### src/rtl/acs_params.svh
`ifndef ACS_PARAMS_SVH
`define ACS_PARAMS_SVH

// ****************************************************************
// register map
// ****************************************************************
`define ACS_CTRL_ADDR         8'hc5
`define ACS_RESULT_HIGH_ADDR  8'hc7

// ****************************************************************
// control register fields
// ****************************************************************
`define ACS_RES_LO_MSB        7
`define ACS_RES_LO_LSB        6
`define ACS_EXT_EN_BIT        5
`define ACS_DONE_BIT          4
`define ACS_BUSY_BIT          3
`define ACS_CHAN_MSB          2
`define ACS_CHAN_LSB          0
`define ACS_CTRL_RESET        8'h00
`define ACS_RESULT_RESET      10'h000

// ****************************************************************
// timing in clocks and machine cycles
// ****************************************************************
`define ACS_CLKS_PER_MCYCLE   12
`define ACS_MCYCLE_LAST       4'(`ACS_CLKS_PER_MCYCLE - 1)
`define ACS_CONV_MCYCLES      50
`define ACS_INIT_MCYCLES      2
`define ACS_SAMPLE_MCYCLES    8
`define ACS_MCYCLES_PER_BIT   4
`define ACS_INIT_END          6'(`ACS_INIT_MCYCLES - 1)
`define ACS_SAMPLE_END        6'(`ACS_INIT_MCYCLES + `ACS_SAMPLE_MCYCLES - 1)
`define ACS_LAST_MCYCLE       6'(`ACS_CONV_MCYCLES - 1)
`define ACS_BIT_LAST_PHASE    2'(`ACS_MCYCLES_PER_BIT - 1)

`endif

### src/rtl/acs_pkg.sv
package acs_pkg;

    // ************************************************************
    // types
    // ************************************************************
    typedef enum logic [1:0] {
        ACS_IDLE    = 2'b00,
        ACS_INIT    = 2'b01,
        ACS_SAMPLE  = 2'b10,
        ACS_CONVERT = 2'b11
    } acs_state_e;

    typedef logic [9:0] acs_result_t;
    typedef logic [2:0] acs_chan_t;

endpackage

### src/rtl/acs_sequencer.sv
// Operation
// - one of eight inputs is muxed to a converter giving ten result bits.
// - start to completion flag takes exactly fifty machine cycles.
// - control bits 2..0 form the binary channel number, bit 2 most significant.
// - result upper eight bits to result-high, low two bits to control bits 7..6.
// - further start requests never disturb a running conversion.
// - stored result does not change while completion flag is set.
// - starts arriving while completion or busy flag is set are dropped.
// - entering idle or power-down aborts a running conversion.
// - a completed result with its flag survives idle mode intact.
// - pin rising edge seen at machine cycle end, conversion starts next cycle.
// - software start begins at the machine cycle after the writing instruction.
// - two initiation cycles; busy set after first, sampling after second.
// - selected input sampled for eight machine cycles.
// - each result bit takes four machine cycles.
// - external start enable bit 5 allows pin starts; software starts always allowed.
// - completion flag bit 4 set by hardware, cleared only by software.
// - busy bit 3 set by start, held during conversion, cleared with completion.
// - channel field changes only while completion and busy flags are low.
// - clearing completion and setting busy in one write starts a new conversion.
//
// Decided for this implementation: strobed register access.
`timescale 1ns/10ps
`include "acs_params.svh"

module acs_sequencer
    import acs_pkg::*;
(
    input  wire logic        clk,
    input  wire logic        reset_n,
    input  wire logic [7:0]  reg_addr,
    input  wire logic [7:0]  reg_wdata,
    input  wire logic        reg_wr,
    input  wire logic        reg_rd,
    output logic      [7:0]  reg_rdata,
    input  wire logic        external_start_pin,
    input  wire logic        comparator_high,
    input  wire logic        idle_mode,
    input  wire logic        power_down_mode,
    output logic      [2:0]  channel_select,
    output logic             sample_enable,
    output logic      [9:0]  dac_code,
    output logic             conversion_done_flag,
    output logic             busy_start_bit
);

    // ************************************************************
    // declarations
    // ************************************************************
    acs_state_e  state;
    logic [3:0]  div_count;
    logic        mc_tick;
    logic [5:0]  conv_cycle;
    logic [1:0]  bit_phase;
    logic [9:0]  trial_mask;
    logic [9:0]  sar;
    logic [9:0]  next_sar;
    logic [7:0]  result_high_reg;
    logic [1:0]  result_low;
    logic        external_start_enable;
    logic        start_ff1;
    logic        start_ff2;
    logic        start_ff3;
    logic        start_level;
    logic        start_level_d;
    logic        start_rise;
    logic        ext_edge_seen;
    logic        ext_request;
    logic        cmp_ff1;
    logic        cmp_ff2;
    logic        cmp_ff3;
    logic        cmp_level;
    logic        sw_start_pending;
    logic        wr_ctrl;
    logic        done_clear;
    logic        sw_start_accept;
    logic        low_power;
    logic        start_now;
    logic        done_set;
    logic        bit_end;
    logic [5:0]  tick_since_start;

    // ************************************************************
    // machine cycle divider
    // ************************************************************
    always_ff @(posedge clk) begin
        if (!reset_n) begin
            div_count <= 4'h0;
        end else if (div_count == `ACS_MCYCLE_LAST) begin
            div_count <= 4'h0;
        end else begin
            div_count <= div_count + 4'h1;
        end
    end

    assign mc_tick = (div_count == `ACS_MCYCLE_LAST);

    // ************************************************************
    // pin synchronisers
    // ************************************************************
    always_ff @(posedge clk) begin
        if (!reset_n) begin
            start_ff1     <= 1'b0;
            start_ff2     <= 1'b0;
            start_ff3     <= 1'b0;
            start_level   <= 1'b0;
            start_level_d <= 1'b0;
        end else begin
            start_ff1     <= external_start_pin;
            start_ff2     <= start_ff1;
            start_ff3     <= start_ff2;
            if (start_ff2 == start_ff3) begin
                start_level <= start_ff3;
            end
            start_level_d <= start_level;
        end
    end

    always_ff @(posedge clk) begin
        if (!reset_n) begin
            cmp_ff1   <= 1'b0;
            cmp_ff2   <= 1'b0;
            cmp_ff3   <= 1'b0;
            cmp_level <= 1'b0;
        end else begin
            cmp_ff1 <= comparator_high;
            cmp_ff2 <= cmp_ff1;
            cmp_ff3 <= cmp_ff2;
            if (cmp_ff2 == cmp_ff3) begin
                cmp_level <= cmp_ff3;
            end
        end
    end

    assign start_rise = start_level & ~start_level_d;

    // ************************************************************
    // external start edge capture
    // ************************************************************
    // edge held until the end of the current machine cycle
    always_ff @(posedge clk) begin
        if (!reset_n) begin
            ext_edge_seen <= 1'b0;
        end else if (mc_tick) begin
            ext_edge_seen <= 1'b0;
        end else if (start_rise) begin
            ext_edge_seen <= 1'b1;
        end
    end

    assign ext_request = mc_tick & (ext_edge_seen | start_rise)
                       & external_start_enable;

    // ************************************************************
    // start arbitration
    // ************************************************************
    assign low_power       = idle_mode | power_down_mode;
    assign wr_ctrl         = reg_wr & (reg_addr == `ACS_CTRL_ADDR);
    assign done_clear      = wr_ctrl & ~reg_wdata[`ACS_DONE_BIT];
    // a write that clears the flag and sets busy still starts
    assign sw_start_accept = wr_ctrl & reg_wdata[`ACS_BUSY_BIT]
                           & ~busy_start_bit & (state == ACS_IDLE)
                           & (~conversion_done_flag | done_clear)
                           & ~done_set & ~low_power;
    assign start_now       = mc_tick & (state == ACS_IDLE) & ~low_power
                           & ~conversion_done_flag
                           & (sw_start_pending
                              | (ext_request & ~busy_start_bit));

    always_ff @(posedge clk) begin
        if (!reset_n) begin
            sw_start_pending <= 1'b0;
        end else if (start_now || low_power) begin
            sw_start_pending <= 1'b0;
        end else if (sw_start_accept) begin
            sw_start_pending <= 1'b1;
        end
    end

    // ************************************************************
    // conversion sequencer
    // ************************************************************
    assign bit_end  = mc_tick & (state == ACS_CONVERT)
                    & (bit_phase == `ACS_BIT_LAST_PHASE);
    assign done_set = bit_end & (conv_cycle == `ACS_LAST_MCYCLE);
    assign next_sar = (cmp_level ? sar : (sar & ~trial_mask))
                    | {1'b0, trial_mask[9:1]};

    always_ff @(posedge clk) begin
        if (!reset_n) begin
            state      <= ACS_IDLE;
            conv_cycle <= 6'h00;
            bit_phase  <= 2'h0;
        end else if (low_power) begin
            state      <= ACS_IDLE;
            conv_cycle <= 6'h00;
            bit_phase  <= 2'h0;
        end else if (mc_tick) begin
            case (state)
                ACS_IDLE: begin
                    if (start_now) begin
                        state      <= ACS_INIT;
                        conv_cycle <= 6'h00;
                    end
                end
                ACS_INIT: begin
                    conv_cycle <= conv_cycle + 6'h01;
                    if (conv_cycle == `ACS_INIT_END) begin
                        state <= ACS_SAMPLE;
                    end
                end
                ACS_SAMPLE: begin
                    conv_cycle <= conv_cycle + 6'h01;
                    if (conv_cycle == `ACS_SAMPLE_END) begin
                        state     <= ACS_CONVERT;
                        bit_phase <= 2'h0;
                    end
                end
                ACS_CONVERT: begin
                    bit_phase <= bit_phase + 2'h1;
                    if (done_set) begin
                        state      <= ACS_IDLE;
                        conv_cycle <= 6'h00;
                    end else begin
                        conv_cycle <= conv_cycle + 6'h01;
                    end
                end
                default: begin
                    state <= ACS_IDLE;
                end
            endcase
        end
    end

    // ************************************************************
    // successive approximation register
    // ************************************************************
    always_ff @(posedge clk) begin
        if (!reset_n) begin
            sar        <= `ACS_RESULT_RESET;
            trial_mask <= `ACS_RESULT_RESET;
        end else if (low_power) begin
            sar        <= `ACS_RESULT_RESET;
            trial_mask <= `ACS_RESULT_RESET;
        end else if (mc_tick && state == ACS_SAMPLE && conv_cycle == `ACS_SAMPLE_END) begin
            sar        <= 10'h200;
            trial_mask <= 10'h200;
        end else if (bit_end) begin
            sar        <= next_sar;
            trial_mask <= {1'b0, trial_mask[9:1]};
        end
    end

    // ************************************************************
    // analog side outputs
    // ************************************************************
    always_ff @(posedge clk) begin
        if (!reset_n) begin
            sample_enable <= 1'b0;
            dac_code      <= `ACS_RESULT_RESET;
        end else begin
            sample_enable <= (state == ACS_SAMPLE) & ~low_power;
            dac_code      <= sar;
        end
    end

    // ************************************************************
    // status flags
    // ************************************************************
    always_ff @(posedge clk) begin
        if (!reset_n) begin
            conversion_done_flag <= 1'b0;
        end else if (done_set) begin
            conversion_done_flag <= 1'b1;
        end else if (done_clear) begin
            conversion_done_flag <= 1'b0;
        end
    end

    always_ff @(posedge clk) begin
        if (!reset_n) begin
            busy_start_bit <= 1'b0;
        end else if (done_set || low_power) begin
            busy_start_bit <= 1'b0;
        end else if (sw_start_accept) begin
            busy_start_bit <= 1'b1;
        end else if (mc_tick && state == ACS_INIT && conv_cycle == 6'h00) begin
            busy_start_bit <= 1'b1;
        end
    end

    // ************************************************************
    // result and control storage
    // ************************************************************
    // result only loads at completion, so a set flag freezes it
    always_ff @(posedge clk) begin
        if (!reset_n) begin
            result_high_reg <= 8'h00;
            result_low      <= 2'h0;
        end else if (done_set) begin
            result_high_reg <= next_sar[9:2];
            result_low      <= next_sar[1:0];
        end
    end

    always_ff @(posedge clk) begin
        if (!reset_n) begin
            external_start_enable <= 1'b0;
            channel_select        <= 3'h0;
        end else if (wr_ctrl) begin
            external_start_enable <= reg_wdata[`ACS_EXT_EN_BIT];
            if (!conversion_done_flag && !busy_start_bit) begin
                channel_select <= reg_wdata[`ACS_CHAN_MSB:`ACS_CHAN_LSB];
            end
        end
    end

    // ************************************************************
    // register read port
    // ************************************************************
    always_ff @(posedge clk) begin
        if (!reset_n) begin
            reg_rdata <= 8'h00;
        end else if (reg_rd && reg_addr == `ACS_CTRL_ADDR) begin
            reg_rdata <= {result_low, external_start_enable, conversion_done_flag,
                          busy_start_bit, channel_select};
        end else if (reg_rd && reg_addr == `ACS_RESULT_HIGH_ADDR) begin
            reg_rdata <= result_high_reg;
        end else begin
            reg_rdata <= 8'h00;
        end
    end

    // ************************************************************
    // checks
    // ************************************************************
    always_ff @(posedge clk) begin
        if (!reset_n) begin
            tick_since_start <= 6'h00;
        end else if (start_now) begin
            tick_since_start <= 6'h00;
        end else if (mc_tick && state != ACS_IDLE) begin
            tick_since_start <= tick_since_start + 6'h01;
        end
    end

    chk_conv_length: assert property (@(posedge clk) disable iff (!reset_n)
        done_set |-> tick_since_start == 6'd49)
        else $error("conversion length is not fifty machine cycles");

    chk_busy_init: assert property (@(posedge clk) disable iff (!reset_n)
        (mc_tick && state == ACS_INIT && conv_cycle == 6'h00 && !low_power)
        |=> busy_start_bit && state == ACS_INIT)
        else $error("busy not set after first initiation cycle");

    chk_sample_window: assert property (@(posedge clk) disable iff (!reset_n)
        sample_enable |-> $past(state) == ACS_SAMPLE && conv_cycle >= 6'd2
                          && conv_cycle <= 6'd10)
        else $error("sampling outside its eight cycle window");

    chk_bit_rate: assert property (@(posedge clk) disable iff (!reset_n)
        (state == ACS_CONVERT && $past(state) == ACS_CONVERT
         && !$stable(trial_mask) && !low_power)
        |-> $past(mc_tick) && $past(bit_phase) == 2'h3)
        else $error("result bit resolved off the four cycle boundary");

    chk_result_hold: assert property (@(posedge clk) disable iff (!reset_n)
        (conversion_done_flag && $past(conversion_done_flag))
        |-> $stable(result_high_reg) && $stable(result_low))
        else $error("result changed while completion flag set");

    chk_done_hw_only: assert property (@(posedge clk) disable iff (!reset_n)
        $rose(conversion_done_flag) |-> $past(done_set))
        else $error("completion flag set without a finished conversion");

    chk_busy_with_done: assert property (@(posedge clk) disable iff (!reset_n)
        $rose(conversion_done_flag) |-> $fell(busy_start_bit))
        else $error("busy not cleared together with completion");

    chk_abort_lowpow: assert property (@(posedge clk) disable iff (!reset_n)
        low_power |=> state == ACS_IDLE && !busy_start_bit ##1 !sample_enable)
        else $error("low power entry did not abort conversion");

    chk_chan_locked: assert property (@(posedge clk) disable iff (!reset_n)
        (conversion_done_flag || busy_start_bit) |=> $stable(channel_select))
        else $error("channel changed while busy or complete");

    chk_no_restart: assert property (@(posedge clk) disable iff (!reset_n)
        (state != ACS_IDLE && !low_power && !done_set)
        |-> !start_now ##1 (state != ACS_IDLE && conv_cycle >= $past(conv_cycle)))
        else $error("start accepted during a running conversion");

    chk_ext_gate: assert property (@(posedge clk) disable iff (!reset_n)
        (start_now && !sw_start_pending) |-> external_start_enable)
        else $error("pin start while external start disabled");

endmodule

### config.mk
export PLATFORM = sky130hd
export DESIGN_NAME = acs_sequencer
export DESIGN_NICKNAME = d
export VERILOG_FILES = /design/src/rtl/acs_pkg.sv /design/src/rtl/acs_sequencer.sv
export VERILOG_INCLUDE_DIRS = /design/src /design/src/rtl
export SDC_FILE = /design/constraint.sdc
export NUM_CORES = 1
export LEC_CHECK = 0
export CAP_MARGIN = 10
export CORE_ASPECT_RATIO = 1.5
export CORE_MARGIN = 5
export CORE_UTILIZATION = 40
export CTS_CLUSTER_SIZE = 12
export DETAILED_ROUTE_END_ITERATION = 7
export DONT_BUFFER_PORTS = 1
export HOLD_SLACK_MARGIN = 0.15
export PLACE_DENSITY = 0.61
export SETUP_SLACK_MARGIN = 0.2
export SYNTH_ARGS = -nofsm -noshare
export SYNTH_HDL_FRONTEND = slang
export SYNTH_SLANG_ARGS = --single-unit
### constraint.sdc
create_clock -name clk -period 2.65 [get_ports clk]
set_input_delay 0.53 -clock clk [delete_from_list [all_inputs] [get_ports clk]]
set_output_delay 0.53 -clock clk [all_outputs]
set_load 0.01 [all_outputs]
# Yosys cells after proc, flatten, opt, wreduce, memory -nomap -nowiden
# Cells that the tools add are included.
dict set report classes {
  n_addsub 3
  eq_ne 16
  n_mux 21
  bitwise 34
  n_reduce_logical 27
}
# op n
set ops {}
lappend ops {{$mux W10} 5}
lappend ops {{$and A1 B1 Y1} 20}
lappend ops {{$pmux W6 S3} 1}
lappend ops {{$eq A8 B8 Y1 const B} 2}
lappend ops {{$mux W8} 2}
lappend ops {{$mux W6} 2}
lappend ops {{$and A10 B10 Y10} 1}
lappend ops {{$mux W2} 5}
lappend ops {{$not A10 Y10} 1}
lappend ops {{$or A10 B9 Y10} 1}
lappend ops {{$reduce_or A2 Y1} 5}
lappend ops {{$pmux W2 S4} 1}
lappend ops {{$reduce_bool A2 Y1} 4}
lappend ops {{$logic_and A1 B1 Y1} 7}
lappend ops {{$not A1 Y1} 7}
lappend ops {{$add A6 B1 Y6 const B} 1}
lappend ops {{$eq A2 B2 Y1 const B} 3}
lappend ops {{$eq A6 B1 Y1 const B} 1}
lappend ops {{$eq A6 B4 Y1 const B} 1}
lappend ops {{$eq A6 B6 Y1 const B} 1}
lappend ops {{$logic_not A6 Y1} 1}
lappend ops {{$ne A2 B2 Y1 const B} 3}
lappend ops {{$reduce_and A5 Y1} 1}
lappend ops {{$add A4 B1 Y4 const B} 1}
lappend ops {{other kinds (14)} 24}
dict set report totals {
  reg_bits 80
  output_inout_bits 24
  word_cells 129
}

# Depth between registers and ports, before layout
dict set report depth {
  word_depth 10
  depth_mapped 8
  ltp_nobuf 7
}

# Least setup slack after synthesis
# OpenSTA, ideal clock, no wires.
dict set report synth_path {
  path_type {input-to-reg}
  start {input port reg_addr[3]}
  end {register channel_select[0]}
  t_arrival_ns 1.659
  setup_slack_ns 0.875
  stages 6
  path_buffers 1
  cell_sequence {nor4b_4 -> nand4_4 -> or3_1 -> clkbuf_1 -> mux2i_1 -> nor2b_1}
}
dict set report synth_via {
  elab_chain_cells 3
}
# element line_no
set synth_lines {}
lappend synth_lines {{start, declared} acs_sequencer.sv:31} ;# input wire logic [7:0] reg_addr,
lappend synth_lines {{$eq A8 B8 Y1 (no source line)} --}
lappend synth_lines {{$and A1 B1 Y1} acs_sequencer.sv:158} ;# assign wr_ctrl = reg_wr & (reg_addr == `ACS_CTRL_ADDR);
lappend synth_lines {{$reduce_and A2 Y1 (no source line)} --}
lappend synth_lines {{end signal, assigned} acs_sequencer.sv:313} ;# channel_select <= reg_wdata[`ACS_CHAN_MSB:`ACS_CHAN_LSB];
lappend synth_lines {{end, declared} acs_sequencer.sv:40} ;# output logic [2:0] channel_select,
# Every way passes these cells.
# A chain may end at the register's enable or synchronous reset.

# Worst setup path after layout
dict set report layout_path {
  start {register div_count[0]}
  end {register sw_start_pending}
}
dict set report layout_via {
  elab_chain_cells 8
  word_cells_on_any_way 17
}
# element line_no
set layout_lines {}
lappend layout_lines {{start, declared} acs_sequencer.sv:51} ;# logic [3:0] div_count;
lappend layout_lines {{start signal, assigned} acs_sequencer.sv:92} ;# div_count <= div_count + 4'h1;
lappend layout_lines {{$eq A4 B4 Y1 (no source line) (*)} --}
lappend layout_lines {{$and A1 B1 Y1} acs_sequencer.sv:151} ;# assign ext_request = mc_tick & (ext_edge_seen | start_rise)
lappend layout_lines {{$and A1 B1 Y1} acs_sequencer.sv:152} ;# & external_start_enable;
lappend layout_lines {{$and A1 B1 Y1} acs_sequencer.sv:168} ;# | (ext_request & ~busy_start_bit));
lappend layout_lines {{$or A1 B1 Y1} acs_sequencer.sv:168}
lappend layout_lines {{$and A1 B1 Y1} acs_sequencer.sv:167} ;# & (sw_start_pending
lappend layout_lines {{$logic_or A1 B1 Y1} acs_sequencer.sv:173} ;# end else if (start_now || low_power) begin
lappend layout_lines {{$reduce_or A2 Y1 (no source line)} --}
lappend layout_lines {{end signal, assigned} acs_sequencer.sv:172} ;# sw_start_pending <= 1'b0;
lappend layout_lines {{end signal, assigned} acs_sequencer.sv:174} ;# sw_start_pending <= 1'b0;
lappend layout_lines {{end signal, assigned} acs_sequencer.sv:176} ;# sw_start_pending <= 1'b1;
lappend layout_lines {{end, declared} acs_sequencer.sv:73} ;# logic sw_start_pending;
# Every way passes the cells marked *; elsewhere a longest branch is shown, timed or not.

==> results by group <==
Setup path
  • Slowest stage delay, CP: 0.49 ns
  • Worst R2R Setup Slack: between 0.5 and 0.6 ns
  • Worst path cell trace: ha_1 > and3b_2 > nand3_2 > or3_1 > a21oi_1 > a311oi_1
  • Critical path class: flip-flop to flip-flop
  • Largest delay share family, worst path: simple AND/OR/NAND/NOR gates
  • CP Capture Type: flip-flop
  • Worst-path maximum fanout: 13
  • Slowest CP cell: or3_1
  • Worst path bufs/invs: 0
  • Startpoint Class: flip-flop
  • R2r worst-path depth: 6
  • WP data required: 2.84 ns
  • RR Startpoint: div_count[0]$_SDFF_PP0_
  • Worst r2r dst: sw_start_pending$_SDFFE_PP0P_
  • CP Depth: 6
  • Worst Path Arrival: 2.24 ns

Route
  • Avg WL per Cell: 14.4 um
  • Detailed Routing Iterations Pass 1: 4
  • Initial drt markers: a little over 100
  • Total number of vias: roughly 2300
  • Vias per inst: roughly 5.2
  • Final ANT Viol Nets: 0
  • Drc violations: 0
  • Post-Route WL: between 6000 and 7000 um

CTS
  • CTS Buf Count: 9
  • CTS tree: done
  • # Post-CTS Setup Buffers: 0
  • Max clock buf depth: 2
  • Clock latency on the worst-skew pair: 0.33 ns
  • CTS Sinks: 80
  • Post-CTS Resized: 0
  • H-Tree Depth: 3
  • Cts hold-fix bufs: 0
  • Root buffer cell: clkbuf_16
  • Reg clk slew, reported paths: 0.06 ns

Placement
  • Gpl congestion: roughly 0.75
  • # port buffers: 0
  • DP HPWL: 4620 um

Synthesis
  • Synth Area in Compound Gates: 18.8%
  • Most numerous cell in the Yosys netlist: dfxtp_1
  • Net Count, Synth: 380
  • Post-synthesis async set-or-reset flop share: 0%
  • Number of distinct library cells after synthesis: 49
  • Synth top cells by count: dfxtp_1 (80), nand2_1 (41), a21oi_1 (26)
  • Synth warn: 0
  • Post-synth top area share: between 40% and 50%
  • Mux share of post-synthesis cell area: 2.12%
  • Top cell type by total area after synthesis: dfxtp_1
  • XOR/XNOR share of the synthesized area: 0.265%
  • Combinational family with the most area after synthesis: simple AND/OR/NAND/NOR gates
  • Area fraction in and, or, nand and nor cells after synthesis: 23.6%
  • Synth area leaders: dfxtp_1 (49%), nand2_1 (4.7%), a21oi_1 (3.9%)
  • Mapped cell area: 3300 um^2
  • Post-synth EDFFs: 0
  • Sequential fraction of the synthesis area: 48.5%
  • Syn Inst Count: approximately 350
  • Commonest register cell after synthesis: dfxtp_1
  • Register bit total from synthesis: 80
  • Synthesized area per cell: roughly 9.5 um^2
  • Post-Synth Adder-Cell Area: 3.79%

Run status
  • Status: completed

Hold path
  • Hold Path Class: input pin to flip-flop
  • Min-delay src: comparator_high
  • WHS Path Cells: 1
  • Hold Path End: cmp_ff1$_SDFF_PN0_

Layout
  • Area of the multi-input gates: 1600 um^2
  • Reg area: between 1500 and 2000 um^2
  • Fin nets: roughly 380
  • Final core occ: 46.2%
  • Area Growth Syn to Fin: 12.7%
  • Regs by FF count: dac_code: 10 flops, sar: 10 flops, trial_mask: 10 flops
  • Layout cells sized above 1: approximately a tenth
  • Antenna diodes: 0
  • Fillers: 762

Floorplanning
  • Die area: 10200 um^2
  • Die H: about 120 um
  • Initial Utilization: between 40 and 50%
  • Chip width: 84.2 um
  • I/O pin count: 48
  • Cell Rows: 40
  • Core area: 8060 um^2

GRT
  • First-pass GRT wire length: between 10000 and 15000 um
  • Initial antenna violation count: 0
  • Congestion Overflow GR: 0
  • Number of global-route vias before repair: ~2300
  • Largest net degree at the start of global routing: 49
  • Total track usage: between 10% and 20%

STA
  • Worst rel slew slack: a little under three fifths
  • FMAX: a little under 0.5 GHz
  • Fin crit share: between 70% and 80%
  • Sum of negative setup slack: 0 ns
  • Hold_ws: around 0.33 ns
  • Worst Skew: about 0.0052 ns
  • Min cycle time layout: a little over 2 ns
  • Final-report max-slew violation count: 0
  • Hold Vio Cnt, Final: 0
  • Setup Viol. Count Final: 0
  • RSZ-0062 raised after global routing: no
  • Slew @ Worst Pin: about 0.64 ns

Power
  • Comb power frac: 1.1%
  • Seq pwr share: 46.2%
  • Max VDD drop: ~0.33 mV
  • PwrDens: between 700 and 800 nW/um^2
  • Clock power share: around 53%
  • Pleak: around 1.4 nW
  • Pint: between 2 and 2.5 mW
  • Sw frac: between 10% and 20%
  • NetSw: roughly 0.49 mW

Run
  • Max cap viols: 0
[final cells by class]
class,count,share of cell area [%]
Sequential cell,80,43.1
Timing Repair Buffer,3,0.605
Clock inverter,5,2.86
Tap cell,105,3.53
Multi-Input combinational cell,243,43.1
Inverter,7,0.706
Clock buffer,10,6.16
[kinds of logic (layout without fill, tap and decap cells)]
logic type / count (synthesis) / after routing
AND/OR/NAND/NOR: 142 / 142
AO/OA/AOI/OAI: 83 / 83
flip-flops: 80 / 80
buffers and inverters: 23 / 25
adder cells (fa/ha/maj): 10 / 10
multiplexers: 7 / 7
XOR/XNOR: 1 / 1
[power by group through the flow]
stage	clock network [mW]	registers, mW	logic [mW]
floorplan	0	1.24	0.0330
global placement	0	1.24	0.0294
detailed placement	0	1.24	0.0305
CTS	1.42	1.22	0.0307
global route	1.48	1.22	0.0337
finish	1.39	1.22	0.0301
[placed cells by master (no fill, tap or decap), drive strengths merged, types with 2 or more instances in the layout]
cell type	Yosys	layout
inv	7	7
a21boi	4	4
and3	6	6
o41ai	2	2
nor3	3	3
clkbuf	10	10
mux2i	7	7
a22oi	10	10
dfxtp	80	80
a21oi	26	26
nand2b	11	11
ha	10	10
a211oi	10	10
o211ai	2	2
a311oi	2	2
o211a	9	9
nor2	26	26
o21ai	8	8
buf	6	3
or3	2	2
nand3b	3	3
nand3	9	9
a32o	2	2
nor2b	16	16
o22ai	2	2
nand2	41	41
a2bb2oi	2	2
and2	18	18
bufinv	0	3
nor3b	3	3
[metal layers]
layer | vias up | wire, um | GRT usage, %
met1 | 1107 | 2690 | 14.6
met2 | 27 | 3550 | 24.3
met5 | - | 0 | 0
met4 | 0 | 87 | 4.63
li1 | 1205 | - | -
met3 | 8 | 191 | 3.67
[worst register-to-register path, stage by stage (launching register included)]
cell and delay [ns]:
dfxtp_1 0.37, ha_1 0.28, and3b_2 0.30, nand3_2 0.27
or3_1 0.49, a21oi_1 0.14, a311oi_1 0.06
[worst max-delay path by stage]
| stage | from | end |
|---|---|---|
| after global placement | div_count[0]$_SDFF_PP0_ | sw_start_pending$_SDFFE_PP0P_ |
| after floorplan | reg_addr[3] | channel_select[0]$_SDFFE_PN0P_ |
| after detailed placement | div_count[0]$_SDFF_PP0_ | sw_start_pending$_SDFFE_PP0P_ |
| final | div_count[0]$_SDFF_PP0_ | sw_start_pending$_SDFFE_PP0P_ |
| after global routing | div_count[0]$_SDFF_PP0_ | sw_start_pending$_SDFFE_PP0P_ |
| after CTS | div_count[0]$_SDFF_PP0_ | sw_start_pending$_SDFFE_PP0P_ |
[per-stage QoR]
stage / power (mW) / cells / area (um^2) / setup slack [ns]
after floorplan: 1.27 / 346 / 3300 / 0.875
after global placement: 1.27 / 438 / 3380 / 0.640
after detailed placement: 1.27 / 438 / 3380 / 0.597
after CTS: 2.66 / 453 / 3720 / 0.581
after global routing: 2.73 / 453 / 3720 / 0.478
final: 2.63 / 453 / 3720 / 0.600
Power figures use the tool's default switching activity.
